===== src/rtl/timer_status_control_pkg.sv =====
// package: register map, field layout and types of the timer status/control block
package timer_status_control_pkg;
  // register word offsets (byte addresses)
  localparam logic [3:0] SC_OFFSET = 4'h0;
  localparam logic [3:0] IRQ_STATUS_OFFSET = 4'h4;
  localparam logic [3:0] IRQ_MASK_OFFSET = 4'h8;
  localparam int ADDR_W = 4;
  // status/control field positions
  localparam int OVF_BIT = 7;
  localparam int IRQ_EN_BIT = 6;
  localparam int CENTER_BIT = 5;
  localparam int CLKSRC_HI = 4;
  localparam int CLKSRC_LO = 3;
  localparam int PRESCALE_HI = 2;
  localparam int PRESCALE_LO = 0;
  localparam logic [7:0] SC_RESET = 8'h00;
  localparam logic [7:0] WRITABLE_MASK = 8'h7F;
  // interrupt status/mask bit positions
  localparam int EVT_OVF = 0;
  localparam int EVT_W = 1;
  localparam int PRESCALE_CNT_W = 7;
  localparam logic [31:0] BUS_ZERO = 32'h0000_0000;

  typedef enum logic [1:0] {
    CLK_NONE = 2'b00,
    CLK_BUS = 2'b01,
    CLK_FIXED = 2'b10,
    CLK_UNAVAIL = 2'b11
  } clk_src_t;

  typedef struct packed {
    logic overflow_irq_enable;
    logic center_align_select;
    clk_src_t clock_source;
    logic [2:0] prescale;
  } ctrl_t;

  localparam ctrl_t CTRL_RESET = '{1'b0, 1'b0, CLK_NONE, 3'b000};
endpackage


===== src/rtl/timer_status_control.sv =====
// design: module-wide status and control register of a multi-channel timer
// What this block does
// the overflow flag (bit 7) sets when the counter wraps to zero after reaching the modulo.
// the flag clears only by reading the register with the flag set, then writing zero to it.
// an overflow between that read and the zero-write drops the armed sequence so the flag stays set.
// writing one to the flag position leaves the flag unchanged.
// reset clears the flag, the interrupt enable and the center-aligned select.
// bit 6 enables an interrupt request while the flag is set; zero means polling.
// bit 5 set makes the counter count up/down with all channels in center-aligned mode.
// bit 5 clear makes the counter count up only, channels choosing their own function.
// clock source 00 feeds no clock to the prescaler, disabling the counter.
// clock source 01 feeds the bus clock, 10 the fixed-frequency clock.
// clock source 11 has no clock and software should not select it.
// the settings in this register apply jointly to all channels.
// prescale field divides by two to its value (1..128) and acts on the next bus clock.
// any write to this register with byte lane 0 enabled restarts the coherent counter read latch.
// the unavailable clock encoding is treated as no clock and holds the counter.
//
// Design decision made here: the Avalon-MM register port.
`timescale 1ns/10ps
`default_nettype none
module timer_status_control
  import timer_status_control_pkg::*;
#(
  parameter int PRESCALE_W = PRESCALE_CNT_W
) (
  input wire logic I_MCLK,
  input wire logic I_RSTN,
  // avalon-mm slave
  input wire logic [ADDR_W-1:0] i_address,
  input wire logic i_read,
  input wire logic i_write,
  input wire logic [31:0] i_writedata,
  input wire logic [3:0] i_byteenable,
  output logic [31:0] o_readdata,
  output logic o_waitrequest,
  // timer core connections
  input wire logic i_counter_wrap,
  input wire logic i_fixed_clk,
  output logic o_count_tick,
  output logic o_up_down_mode,
  output logic o_channel_own_mode,
  output logic o_read_latch_restart,
  output logic o_ovf_irq_request,
  output logic o_irq
);

  // ------------------------------------------------------------
  // types and helpers
  // ------------------------------------------------------------

  // progress of the two-step flag clearing sequence
  typedef enum logic [0:0] {
    CLR_IDLE = 1'b0,
    CLR_ARMED = 1'b1
  } clr_state_t;

  // register select by byte address
  function automatic logic addr_hit(
    input logic [ADDR_W-1:0] addr,
    input logic [ADDR_W-1:0] offset
  );
    return addr == offset;
  endfunction

  // a write only counts when byte lane 0 is enabled
  function automatic logic lane0_write(
    input logic wr,
    input logic hit,
    input logic [3:0] be
  );
    return wr && hit && be[0];
  endfunction

  // low-bit mask of the prescale counter: divide by two to the field value
  function automatic logic [PRESCALE_W-1:0] prescale_mask(
    input logic [PRESCALE_HI:PRESCALE_LO] ps
  );
    return PRESCALE_W'((1 << ps) - 1);
  endfunction

  // 8-bit registers sit in the low byte, upper bits read zero
  function automatic logic [31:0] pack_byte(
    input logic [7:0] value
  );
    return {24'h000000, value};
  endfunction

  // ------------------------------------------------------------
  // state
  // ------------------------------------------------------------

  // control fields shared by all channels
  ctrl_t ctrl;
  ctrl_t next_ctrl;

  // overflow flag and its clearing sequence
  logic overflow_flag;
  clr_state_t clr_state;
  clr_state_t next_clr_state;

  // interrupt status and mask
  logic [EVT_W-1:0] irq_status;
  logic [EVT_W-1:0] irq_mask;

  // fixed clock: two synchroniser stages, then one stage for edge detection
  logic fixed_s1;
  logic fixed_s2;
  logic fixed_s3;

  // prescaler
  logic [PRESCALE_W-1:0] prescale_cnt;
  logic count_tick;

  // read handshake
  logic read_ack;

  // ------------------------------------------------------------
  // bus decode
  // ------------------------------------------------------------

  wire logic sel_sc = addr_hit(i_address, SC_OFFSET);
  wire logic sel_status = addr_hit(i_address, IRQ_STATUS_OFFSET);
  wire logic sel_mask = addr_hit(i_address, IRQ_MASK_OFFSET);
  wire logic wr_sc = lane0_write(i_write, sel_sc, i_byteenable);
  wire logic wr_status = lane0_write(i_write, sel_status, i_byteenable);
  wire logic wr_mask = lane0_write(i_write, sel_mask, i_byteenable);
  wire logic read_first = i_read && !read_ack;
  wire logic rd_sc = i_read && sel_sc && read_ack;

  // writes finish in one cycle, reads need one wait cycle for registered data
  assign o_waitrequest = read_first;

  wire logic [7:0] sc_value = {overflow_flag, ctrl};
  wire logic [31:0] next_readdata = sel_sc ? pack_byte(sc_value) :
                                    sel_status ? pack_byte(8'(irq_status)) :
                                    sel_mask ? pack_byte(8'(irq_mask)) : BUS_ZERO;

  // ------------------------------------------------------------
  // control fields
  // ------------------------------------------------------------

  wire logic [IRQ_EN_BIT:PRESCALE_LO] ctrl_bits = i_writedata[IRQ_EN_BIT:PRESCALE_LO] &
                                                  WRITABLE_MASK[IRQ_EN_BIT:PRESCALE_LO];
  assign next_ctrl = wr_sc ? ctrl_t'(ctrl_bits) : ctrl;

  // ------------------------------------------------------------
  // overflow flag and clearing sequence
  // ------------------------------------------------------------

  wire logic flag_zero_write = wr_sc && !i_writedata[OVF_BIT] && (clr_state == CLR_ARMED);
  wire logic next_overflow_flag = i_counter_wrap ? 1'b1 :
                                  flag_zero_write ? 1'b0 : overflow_flag;

  // a wrap always drops the armed state, so a late overflow survives the zero-write
  always_comb begin
    next_clr_state = clr_state;
    unique case (clr_state)
      CLR_IDLE: begin
        if (rd_sc && overflow_flag && !i_counter_wrap) begin
          next_clr_state = CLR_ARMED;
        end
      end
      CLR_ARMED: begin
        if (i_counter_wrap || wr_sc) begin
          next_clr_state = CLR_IDLE;
        end
      end
    endcase
  end

  // ------------------------------------------------------------
  // clock selection and prescaler
  // ------------------------------------------------------------

  wire logic fixed_rise = fixed_s2 && !fixed_s3;
  wire logic src_pulse = (ctrl.clock_source == CLK_BUS) ? 1'b1 :
                         (ctrl.clock_source == CLK_FIXED) ? fixed_rise :
                         1'b0;
  wire logic [PRESCALE_W-1:0] div_mask = prescale_mask(ctrl.prescale);
  wire logic next_count_tick = src_pulse && ((prescale_cnt & div_mask) == '0);
  wire logic [PRESCALE_W-1:0] next_prescale_cnt = src_pulse ?
                                PRESCALE_W'(prescale_cnt + 1'b1) : prescale_cnt;

  // ------------------------------------------------------------
  // interrupt status
  // ------------------------------------------------------------

  // a new event wins over a clear in the same cycle
  wire logic [EVT_W-1:0] clear_bits = wr_status ? i_writedata[EVT_W-1:0] : '0;
  wire logic [EVT_W-1:0] next_irq_status = (irq_status & ~clear_bits) |
                                           {EVT_W{i_counter_wrap}};

  // ------------------------------------------------------------
  // registers
  // ------------------------------------------------------------

  // control fields
  always_ff @(posedge I_MCLK or negedge I_RSTN) begin
    if (!I_RSTN) begin
      ctrl <= CTRL_RESET;
    end else begin
      ctrl <= next_ctrl;
    end
  end

  // overflow flag
  always_ff @(posedge I_MCLK or negedge I_RSTN) begin
    if (!I_RSTN) begin
      overflow_flag <= 1'b0;
    end else begin
      overflow_flag <= next_overflow_flag;
    end
  end

  // clearing sequence
  always_ff @(posedge I_MCLK or negedge I_RSTN) begin
    if (!I_RSTN) begin
      clr_state <= CLR_IDLE;
    end else begin
      clr_state <= next_clr_state;
    end
  end

  always_ff @(posedge I_MCLK or negedge I_RSTN) begin
    if (!I_RSTN) begin
      irq_status <= '0;
    end else begin
      irq_status <= next_irq_status;
    end
  end

  always_ff @(posedge I_MCLK or negedge I_RSTN) begin
    if (!I_RSTN) begin
      irq_mask <= '0;
    end else if (wr_mask) begin
      irq_mask <= i_writedata[EVT_W-1:0];
    end
  end

  always_ff @(posedge I_MCLK or negedge I_RSTN) begin
    if (!I_RSTN) begin
      read_ack <= 1'b0;
    end else begin
      read_ack <= read_first;
    end
  end

  always_ff @(posedge I_MCLK or negedge I_RSTN) begin
    if (!I_RSTN) begin
      o_readdata <= BUS_ZERO;
    end else if (read_first) begin
      o_readdata <= next_readdata;
    end
  end

  // only the second stage is read by logic
  always_ff @(posedge I_MCLK or negedge I_RSTN) begin
    if (!I_RSTN) begin
      fixed_s1 <= 1'b0;
      fixed_s2 <= 1'b0;
    end else begin
      fixed_s1 <= i_fixed_clk;
      fixed_s2 <= fixed_s1;
    end
  end

  always_ff @(posedge I_MCLK or negedge I_RSTN) begin
    if (!I_RSTN) begin
      fixed_s3 <= 1'b0;
    end else begin
      fixed_s3 <= fixed_s2;
    end
  end

  always_ff @(posedge I_MCLK or negedge I_RSTN) begin
    if (!I_RSTN) begin
      prescale_cnt <= '0;
    end else begin
      prescale_cnt <= next_prescale_cnt;
    end
  end

  always_ff @(posedge I_MCLK or negedge I_RSTN) begin
    if (!I_RSTN) begin
      count_tick <= 1'b0;
    end else begin
      count_tick <= next_count_tick;
    end
  end

  always_ff @(posedge I_MCLK or negedge I_RSTN) begin
    if (!I_RSTN) begin
      o_read_latch_restart <= 1'b0;
    end else begin
      o_read_latch_restart <= wr_sc;
    end
  end

  // ------------------------------------------------------------
  // outputs to the timer core
  // ------------------------------------------------------------

  assign o_count_tick = count_tick;
  assign o_up_down_mode = ctrl.center_align_select;
  assign o_channel_own_mode = !ctrl.center_align_select;
  assign o_ovf_irq_request = overflow_flag && ctrl.overflow_irq_enable;
  assign o_irq = |(irq_status & irq_mask) || o_ovf_irq_request;

endmodule
`default_nettype wire


===== config.mk =====
export PLATFORM = sky130hd
export DESIGN_NAME = timer_status_control
export DESIGN_NICKNAME = d
export VERILOG_FILES = /design/src/rtl/timer_status_control_pkg.sv /design/src/rtl/timer_status_control.sv
export SDC_FILE = /design/constraint.sdc
export NUM_CORES = 1
export LEC_CHECK = 0
export BUFFER_PORTS_ARGS = -buffer_cell sky130_fd_sc_hd__buf_2
export CORE_MARGIN = 1.5
export CORE_UTILIZATION = 30
export DETAILED_ROUTE_END_ITERATION = 12
export GPL_TIMING_DRIVEN = 0
export PLACE_DENSITY = 0.58
export SLEW_MARGIN = 0
export SYNTH_ARGS = -nofsm -noshare
export SYNTH_HDL_FRONTEND = slang
export SYNTH_SLANG_ARGS = --single-unit

===== constraint.sdc =====
create_clock -name I_MCLK -period 2 [get_ports I_MCLK]
set_input_delay 0.2 -clock I_MCLK [delete_from_list [all_inputs] [get_ports I_MCLK]]
set_output_delay 0.2 -clock I_MCLK [all_outputs]
set_load 0.005 [all_outputs]

Yosys cells after proc, flatten, opt, wreduce, memory -nomap -nowiden. Cells that the tools add are included.

Flip-flop bits (word level): 56. Latch bits: 0. Memory bits (writable): 0. Bits in read-only memories: 0. Bits of input ports: 46. Output and inout bits: 39. Logic and storage cells: 66. Memories kept: 0.

$add $sub $neg: 2. Multipliers: 0. Divide/modulo/power cells: 0. Order comparisons: 0. Equal/unequal tests: 4. Shift-type cells: 1. Multiplexer cells: 11. Bitwise gates (word level): 6. Reductions and logical operators: 26.

Operators with widths (number): $logic_and A1 B1 Y1 (16); $mux W1 (9); $mux W8 (1); $add A7 B1 Y7 const B (1); $and A7 B7 Y7 (1); $logic_not A7 Y1 (1); $shl A1 B3 Y7 const A (1); $sub A7 B2 Y7 const B (1); $logic_not A1 Y1 (5); $eq A4 B3 Y1 const B (1); $eq A4 B4 Y1 const B (1); $logic_not A4 Y1 (1); $and A1 B1 Y1 (2); $eq A2 B1 Y1 const B (1); $eq A2 B2 Y1 const B (1); $logic_or A1 B1 Y1 (2); $not A1 Y1 (2); $pmux W1 S2 (1); $reduce_bool A2 Y1 (1); $or A1 B1 Y1 (1).

Longest topological paths before layout. Gate-level depths: netlist (run 1).

Depth after elaboration: 7. Mapped depth: 4. Depth with buffers taken out: 4.

Worst setup path before layout (run 1). OpenSTA, ideal clock, no wires.

Kind: flip-flop to flip-flop. Start point: reg prescale_cnt[2]. End point: reg count_tick (netlist: o_count_tick). Setup time: 0.094 ns. Arrival time: 1.474 ns. Data required time: 1.906 ns. Slack: 0.432 ns. Stages on the path, launching flop included: 5. Buffers on the path: 1. Period minus slack after synthesis: 1.568 ns. Path through: dfrtp_1 -> buf_6 -> or4_4 -> a211o_1 -> a221oi_2.

Cells in the longest elaborated chain, start to end: 3.

Ends and longest elaborated chain: start, declared (RTL line timer_status_control.sv:112) `logic [PRESCALE_W-1:0] prescale_cnt;`; start signal, assigned (RTL line timer_status_control.sv:280) `prescale_cnt <= next_prescale_cnt;`; $and A7 B7 Y7 (RTL line timer_status_control.sv:181) `wire logic next_count_tick = src_pulse && ((prescale_cnt & div_mask) == '0);`; $logic_not A7 Y1 (RTL line timer_status_control.sv:181); $logic_and A1 B1 Y1 (RTL line timer_status_control.sv:181); via next_count_tick (RTL line timer_status_control.sv:181); end signal, assigned (RTL line timer_status_control.sv:288) `count_tick <= next_count_tick;`; end, declared (RTL line timer_status_control.sv:113) `logic count_tick;`.

The timed path passes the listed nets, and every way through them passes these cells. A chain may end at the register's enable or synchronous reset.

Final worst setup path (run 1). Same ends and word-level chain as after synthesis.

==> out/metrics.yaml, run 1 <==
cap_viol_max_count: 0
tns_ps: 0
crit_path_start_kind: "register"
ys_ff_latch: 32
antenna_left: 0
worst_hold_path.endpoint: "fixed_s1"
post_drt_wl_per_cell_um: 11.2
critPathBufInv: 1
synth_cell_types: 37
synth_warnings: 0
pwr-share-comb_pct: 21.7
slowest_delay_ps: 520
synth_common_cells: "dfrtp_1 (32), buf_4 (24), mux2_2 (9)"
r2r_start: "prescale_cnt[2]"
cp_data_required_time_ps: 2190
grt_pass1_vias: 1010
power_leakage_nw: 1.06
dp_hpwl_mm: 2.26
fp.dieH_um: 75.1
cp-end-kind: "register"
hold_violations: 0
period_minus_slack_ps: 1640
grt-ovfl-total: 0
syn_inst: 129
yosysMostFrequentCell: "dfrtp_1"
syn_to_final_growth_pct: 29.5
fin_cells: 264
synth_top_area_cell: "dfrtp_1"
synth_area_leaders: "dfrtp_1 (51%), buf_4 (12%), mux2_2 (6.5%)"
path_delay_family: "simple AND/OR/NAND/NOR gates"
swShare_pct: 27.7
crit_slowest_cell: "or4_4"
antenna_found_initial: 0
worst_ep_arrival_time_ps: 1820
placeableCoreArea_um2: 5040
max_freq_mhz: 611
postCtsSetupBuffers: 0
h-tree-depth: 2
drt_first_pass_iters: 4
final_nets: 240
whs_ps: 30.1
finalCritPeriodShare_pct: 81.8
power.share.clock_pct: 32.3
power_density_nw_per_um2: 923
drt_wl_total_mm: 2.95
worstRegToRegCells: 4
clock-sinks: 32
drv_slew: 0
num_vias: 1072
dpl.cell_count: 255
diodes: 0
io-pin-count: 85
rsz0062_at_grt: "false"
cts_buffer_depth: 2
tightest_slew_ps: 690
insertion_delay_ps: 280
gp_congestion: 0.720
die_x_um: 75.1
root_buffer: "clkbuf_8"
largest_reg_flops: 8
io_buffers: 33
synthFlopType: "dfrtp_1"
yosys.area.top_type_share_pct: 51.4
hp-start: "i_fixed_clk"
internal-power_mw: 1.35
synth.avg_cell_area_um2: 12.1
setup_viol: 0
dieArea_um2: 5640
max-vdd-ir-drop_v: 0.000534
cts_buffers: 5
slew_headroom_pct: 54.0
ys_async_sr_fraction_pct: 100
synth.cell_area_um2: 1560
reg.largest.list: "o_readdata (8), prescale_cnt (7), ctrl (6)"
cts_tree: "built"
rrSetupSlack_ps: 360
grt_max_degree: 33
cts.clk_slew.worst_paths_ps: 60
drive_gt1_share_pct: 42.3
min_delay_path_depth: 1
rows: 26
start_util_pct: 30.9
seqPwrFrac_pct: 46.0
cp-startpoint: "prescale_cnt[2]"
gr-usage-all-layers_pct: 11.6
crit_type: "register to register"
fill_cells: 508
skew_ps: 7.59
grt_pass1_wl_mm: 4.75
drc_errors: 0
yosysSeqAreaShare_pct: 51.4
power_switching_mw: 0.517
crit_chain: "buf_6 -> or4_4 -> a211o_1 -> a221oi_2"
status: "complete, no violations"
hold_path.class: "input pin to register"
drt-initial-drc-count: 34
regMostFlops: "o_readdata"
synth_edf_count: 0
worst-path-max-fanout: 7
post_drt_via_cell_ratio: 4.06
r2r_end: "o_count_tick"
[worst max path at each step]
stage | to | slack, ps | cells past startpoint
detailed placement | o_count_tick | 370 | 4
global route | o_waitrequest | 210 | 4
finish | o_count_tick | 360 | 4
global placement | o_count_tick | 390 | 4
floorplan | o_count_tick | 430 | 4
CTS | o_count_tick | 350 | 4
[power groups by stage]
| stage | Sequential, mW | Combinational [mW] | Clock, mW |
|---|---|---|---|
| finish | 0.857 | 0.404 | 0.603 |
| global route | 0.876 | 0.455 | 0.668 |
| CTS | 0.858 | 0.407 | 0.630 |
| detailed placement | 0.870 | 0.404 | 0 |
| global placement | 0.869 | 0.399 | 0 |
| floorplan | 0.840 | 0.302 | 0 |
[layout make-up]
cell class                 count  area (µm²)  share of cell area, %
sequential                    32         801                   39.7
multi-input combinational     89         631                   31.2
buffer                        26         195                   9.67
timing repair buffer          34         175                   8.67
tap                           70        87.6                   4.34
clock buffer                   5        68.8                   3.41
clock inverter                 3        42.5                   2.11
inverter                       5        18.8                  0.929
[timing repair]
item | CTS | global route
endpoints found under the hold margin | 31 | 0
gates resized for setup | 0 | 0
hold buffers | 1 | 0
[per-stage QoR]
step / area, µm² / util [%] / setup slack, ps / power, mW
2_1_floorplan: 1650 / - / 432 / 1.14
3_3_place_gp: 1900 / 37.6 / 388 / 1.27
3_5_place_dp: 1900 / 37.6 / 367 / 1.27
4_1_cts: 2020 / 40.0 / 350 / 1.90
5_1_grt: 2020 / 40.0 / 214 / 2.00
6_report: 2020 / 40.0 / 364 / 1.86
[per-layer routing]
layer  up-vias  track usage (%)  share of wire, %
li1        544                -                 -
met1       490             13.7                44
met2        36             19.4                50
met3         2             5.35               5.8
met4         0             2.42              0.37
met5         -                0                 0
[cells by family after synthesis]
group | after synthesis | share of synthesized area, %
AOI/OAI and AO/OA | 27 | 14.7
xor gates and xnor gates | 6 | 3.37
adders and majority gates | 1 | 0.802
buffers and inverters | 31 | 13.7
DFF | 32 | 51.4
muxes | 10 | 7.14
other | 1 | 0.241
and+or+nand+nor | 21 | 8.67
[placed cells by master (no fill, tap or decap), drive strengths merged, types with 2 or more instances in the layout]
cell type and n:
buf 58, dfrtp 32, conb 24, mux2 9
a22o 6, xnor2 6, clkbuf 6, a21o 6
inv 5, nand2 5, o2111ai 4, nor2 3
nor2b 2, nand4b 2, and3 2, and4bb 2
or4 2
Note: power is estimated with default switching activity, not from simulation.
==> run 2: changes to the inputs <==
--- a/config.mk
+++ b/config.mk
@@ -5,12 +5,13 @@
 export SDC_FILE = /design/constraint.sdc
 export NUM_CORES = 1
 export LEC_CHECK = 0
+export ABC_AREA = 1
 export BUFFER_PORTS_ARGS = -buffer_cell sky130_fd_sc_hd__buf_2
 export CORE_MARGIN = 1.5
 export CORE_UTILIZATION = 30
 export DETAILED_ROUTE_END_ITERATION = 12
 export GPL_TIMING_DRIVEN = 0
-export PLACE_DENSITY = 0.58
+export PLACE_DENSITY = 0.59
 export SLEW_MARGIN = 0
 export SYNTH_ARGS = -nofsm -noshare
 export SYNTH_HDL_FRONTEND = slang
==> constraint.sdc (replaced) <==
create_clock -name I_MCLK -period 1.41 [get_ports I_MCLK]
set_input_delay 0.141 -clock I_MCLK [delete_from_list [all_inputs] [get_ports I_MCLK]]
set_output_delay 0.141 -clock I_MCLK [all_outputs]
set_load 0.005 [all_outputs]
==> run 2 against run 1 <==
  * Register-to-register slack worse by 210 ps
  * Clock power is 42% higher
  * Sequential power is 46% higher
  * Critical endpoint is now prescale_cnt[2]
  * Clock skew down 1.1 ps
  * Final cell count is 29% higher
==> out/metrics.yaml, run 2 <==
tns_ps: 0  # unchanged
hold_violations: 0  # unchanged
diodes: 0  # unchanged
root_buffer: "clkbuf_8"
rrSetupSlack_ps: 150  # -210 ps
fill_cells: 567  # +12%
antenna_left: 0  # unchanged
ys_ff_latch: 32  # unchanged
synthFlopType: "dfrtp_1"
swShare_pct: 31.4  # +3.7 points
gr-usage-all-layers_pct: 11.0  # -0.53 points
post_drt_via_cell_ratio: 3.95  # -2.7%
grt_pass1_vias: 1196  # +18%
cts_tree: "built"
max-vdd-ir-drop_v: 0.000421  # -21%
post_drt_wl_per_cell_um: 9.45  # -16%
gp_congestion: 0.781  # +8.5%
yosysMostFrequentCell: "nand2_1"
largest_reg_flops: 8  # unchanged
io_buffers: 33  # unchanged
postCtsSetupBuffers: 0  # unchanged
cp-end-kind: "register"
pwr-share-comb_pct: 23.9  # +2.2 points
drc_errors: 0  # unchanged
dp_slack_ps: 140  # -227 ps
synth.cell_area_um2: 1680  # +7.5%
crit_type: "register to register"
grtUsageMet2_pct: 17.0  # -2.3 points
dieArea_um2: 6040  # +7.2%
synth_area_leaders: "dfrtp_1 (48%), nand2_1 (15%), buf_4 (11%)"
grt_pass1_wl_mm: 5.22  # +9.9%
synth.avg_cell_area_um2: 8.29  # -31%
r2r_end: "prescale_cnt[2]"
fp.dieH_um: 77.7  # +3.5%
cap_viol_max_count: 0  # unchanged
h-tree-depth: 2  # unchanged
insertion_delay_ps: 280  # about the same
max_freq_mhz: 793  # +30%
syn_inst: 202  # +57%
drt-initial-drc-count: 62  # +82%
reg.largest.list: "o_readdata (8), prescale_cnt (7), ctrl (6)"
r2r_start: "ctrl[3]"
cts_buffer_depth: 2  # unchanged
finalCritPeriodShare_pct: 89.4  # +7.6 points
grt_use_met1_pct: 14.0  # +0.31 points
rsz0062_at_grt: "false"
power_switching_mw: 0.869  # +68%
antenna_found_initial: 0  # unchanged
dp_hpwl_mm: 2.48  # +9.4%
rows: 27  # +3.8%
cp_data_required_time_ps: 1590  # -600 ps
num_vias: 1343  # +25%
worst_hold_path.endpoint: "ctrl[4]"
slew_headroom_pct: 53.4  # -0.64 points
power.share.clock_pct: 30.9  # -1.4 points
synth_common_cells: "nand2_1 (67), dfrtp_1 (32), buf_4 (24)"
synth_cell_types: 22  # -41%
start_util_pct: 30.8  # -0.12 points
worst_ep_arrival_time_ps: 1440  # -380 ps
grt-ovfl-total: 0  # unchanged
power_density_nw_per_um2: 1290  # +40%
layout_common_cells: "nand2_1 (67), buf_2 (34), dfrtp_1 (32)"
worst-path-max-fanout: 9  # +2
yosysSeqAreaShare_pct: 47.8  # -3.6 points
clock-sinks: 32  # unchanged
crit_path_start_kind: "register"
synth_top_area_cell: "dfrtp_1"
cts.clk_slew.worst_paths_ps: 70  # about the same
ys_async_sr_fraction_pct: 100  # unchanged
final_nets: 314  # +31%
use_met3_pct: 2.59  # -2.8 points
mostFrequentLayoutCell: "nand2_1"
fin_ws_ps: 149  # -215 ps
synth_warnings: 0  # unchanged
setup_viol: 0  # unchanged
drt_wl_total_mm: 3.21  # +8.7%
hold_path.class: "input pin to register"
drt_first_pass_iters: 4  # unchanged
period_minus_slack_ps: 1260  # -375 ps
hp-start: "i_writedata[4]"
internal-power_mw: 1.90  # +41%
placeableCoreArea_um2: 5440  # +7.9%
yosys.area.top_type_share_pct: 47.8  # -3.6 points
skew_ps: 6.51  # -1.08 ps
die_x_um: 77.7  # +3.5%
regMostFlops: "o_readdata"
syn_to_final_growth_pct: 28.0
status: "complete, no violations"
cts_buffers: 5  # unchanged
tightest_slew_ps: 700  # +9.59 ps
grt_max_degree: 33  # unchanged
synth_edf_count: 0  # unchanged
drv_slew: 0  # unchanged
worstRegToRegCells: 6  # +2
top_usage_layer: "met2"
power_leakage_nw: 1.20  # +13%
min_delay_path_depth: 3  # +2
drive_gt1_share_pct: 27.2  # -15 points
io-pin-count: 85  # unchanged
seqPwrFrac_pct: 45.2  # -0.8 points
==> run 2: cell count changes in the layout (fill, tap and decap cells not counted), sizes merged, moves of 6 or more <==
cell / delta
nand2: +64
nand3: +17
inv: +13
nor2: +11
o21ai: +10
mux2: -9
a21o: -6
a22o: -6
==> run 2: routing by layer <==
layer | part of all wire, % | wire length, µm
met1 | 46 | 1480
met2 | 45 | 1450
met3 | 6.1 | 197
met4 | 2.4 | 78
met5 | 0 | 0
==> run 2: worst max path at each step <==
| stage | to | depth (start not counted) | from |
|---|---|---|---|
| finish | prescale_cnt[2] | 6 | ctrl[3] |
| CTS | prescale_cnt[2] | 6 | ctrl[3] |
| detailed placement | prescale_cnt[2] | 6 | ctrl[3] |
| floorplan | prescale_cnt[2] | 6 | ctrl[4] |
| global placement | prescale_cnt[2] | 6 | ctrl[3] |
| global route | prescale_cnt[2] | 6 | ctrl[3] |
==> run 2: power by group through the flow <==
stage                     sequential, mW  clock (mW)  combinational (mW)
after floorplan                     1.22           0               0.487
after detailed placement            1.26           0               0.667
final                               1.25       0.854               0.661
after global placement              1.26           0               0.651
after global routing                1.27       0.914               0.772
after CTS                           1.25       0.878               0.673
==> run 2: cell families after synthesis <==
family          count (synthesis)  synth area share (%)
simple gates                  103                  27.6
buf+inv                        45                  16.4
flops                          32                  47.8
compound gates                 17                  5.68
xor+xnor                        3                  1.57
other cells                     1                 0.224
fa+ha+maj                       1                 0.747
==> run 2: layout make-up <==
type / instances / area, µm² / share of cell area, %
inverter: 18 / 67.6 / 3.15
multi-input combinational: 148 / 686 / 32.0
clock inverter: 2 / 35.0 / 1.63
timing repair buffer: 35 / 185 / 8.63
clock buffer: 6 / 72.6 / 3.38
sequential: 32 / 801 / 37.3
tap: 72 / 90.1 / 4.20
buffer: 27 / 208 / 9.68
==> run 2: timing repair <==
item | 4_1_cts | 5_1_grt
setup endpoints to repair | 0 | 0
hold buffers | 2 | 0
hold endpoints to repair | 33 | 0
gates resized for setup | 0 | 0
==> run 2: critical path, stage by stage (launching register included) <==
cell and delay, ps:
dfrtp_1 360, inv_1 110, nand4_1 290, nand2_4 230
nand2_1 70, nand2_1 60, nand2_1 50
==> run 2: stage by stage <==
stage	utilization (%)	hold slack, ps	instance area, µm²	power [mW]	std cells
global route	39.4	70.9	2140	2.96	340
floorplan	-	-155	1760	1.71	225
detailed placement	37.1	235	2020	1.93	330
global placement	37.1	237	2020	1.91	330
CTS	39.4	51.9	2140	2.80	340
finish	39.4	58.1	2140	2.76	340
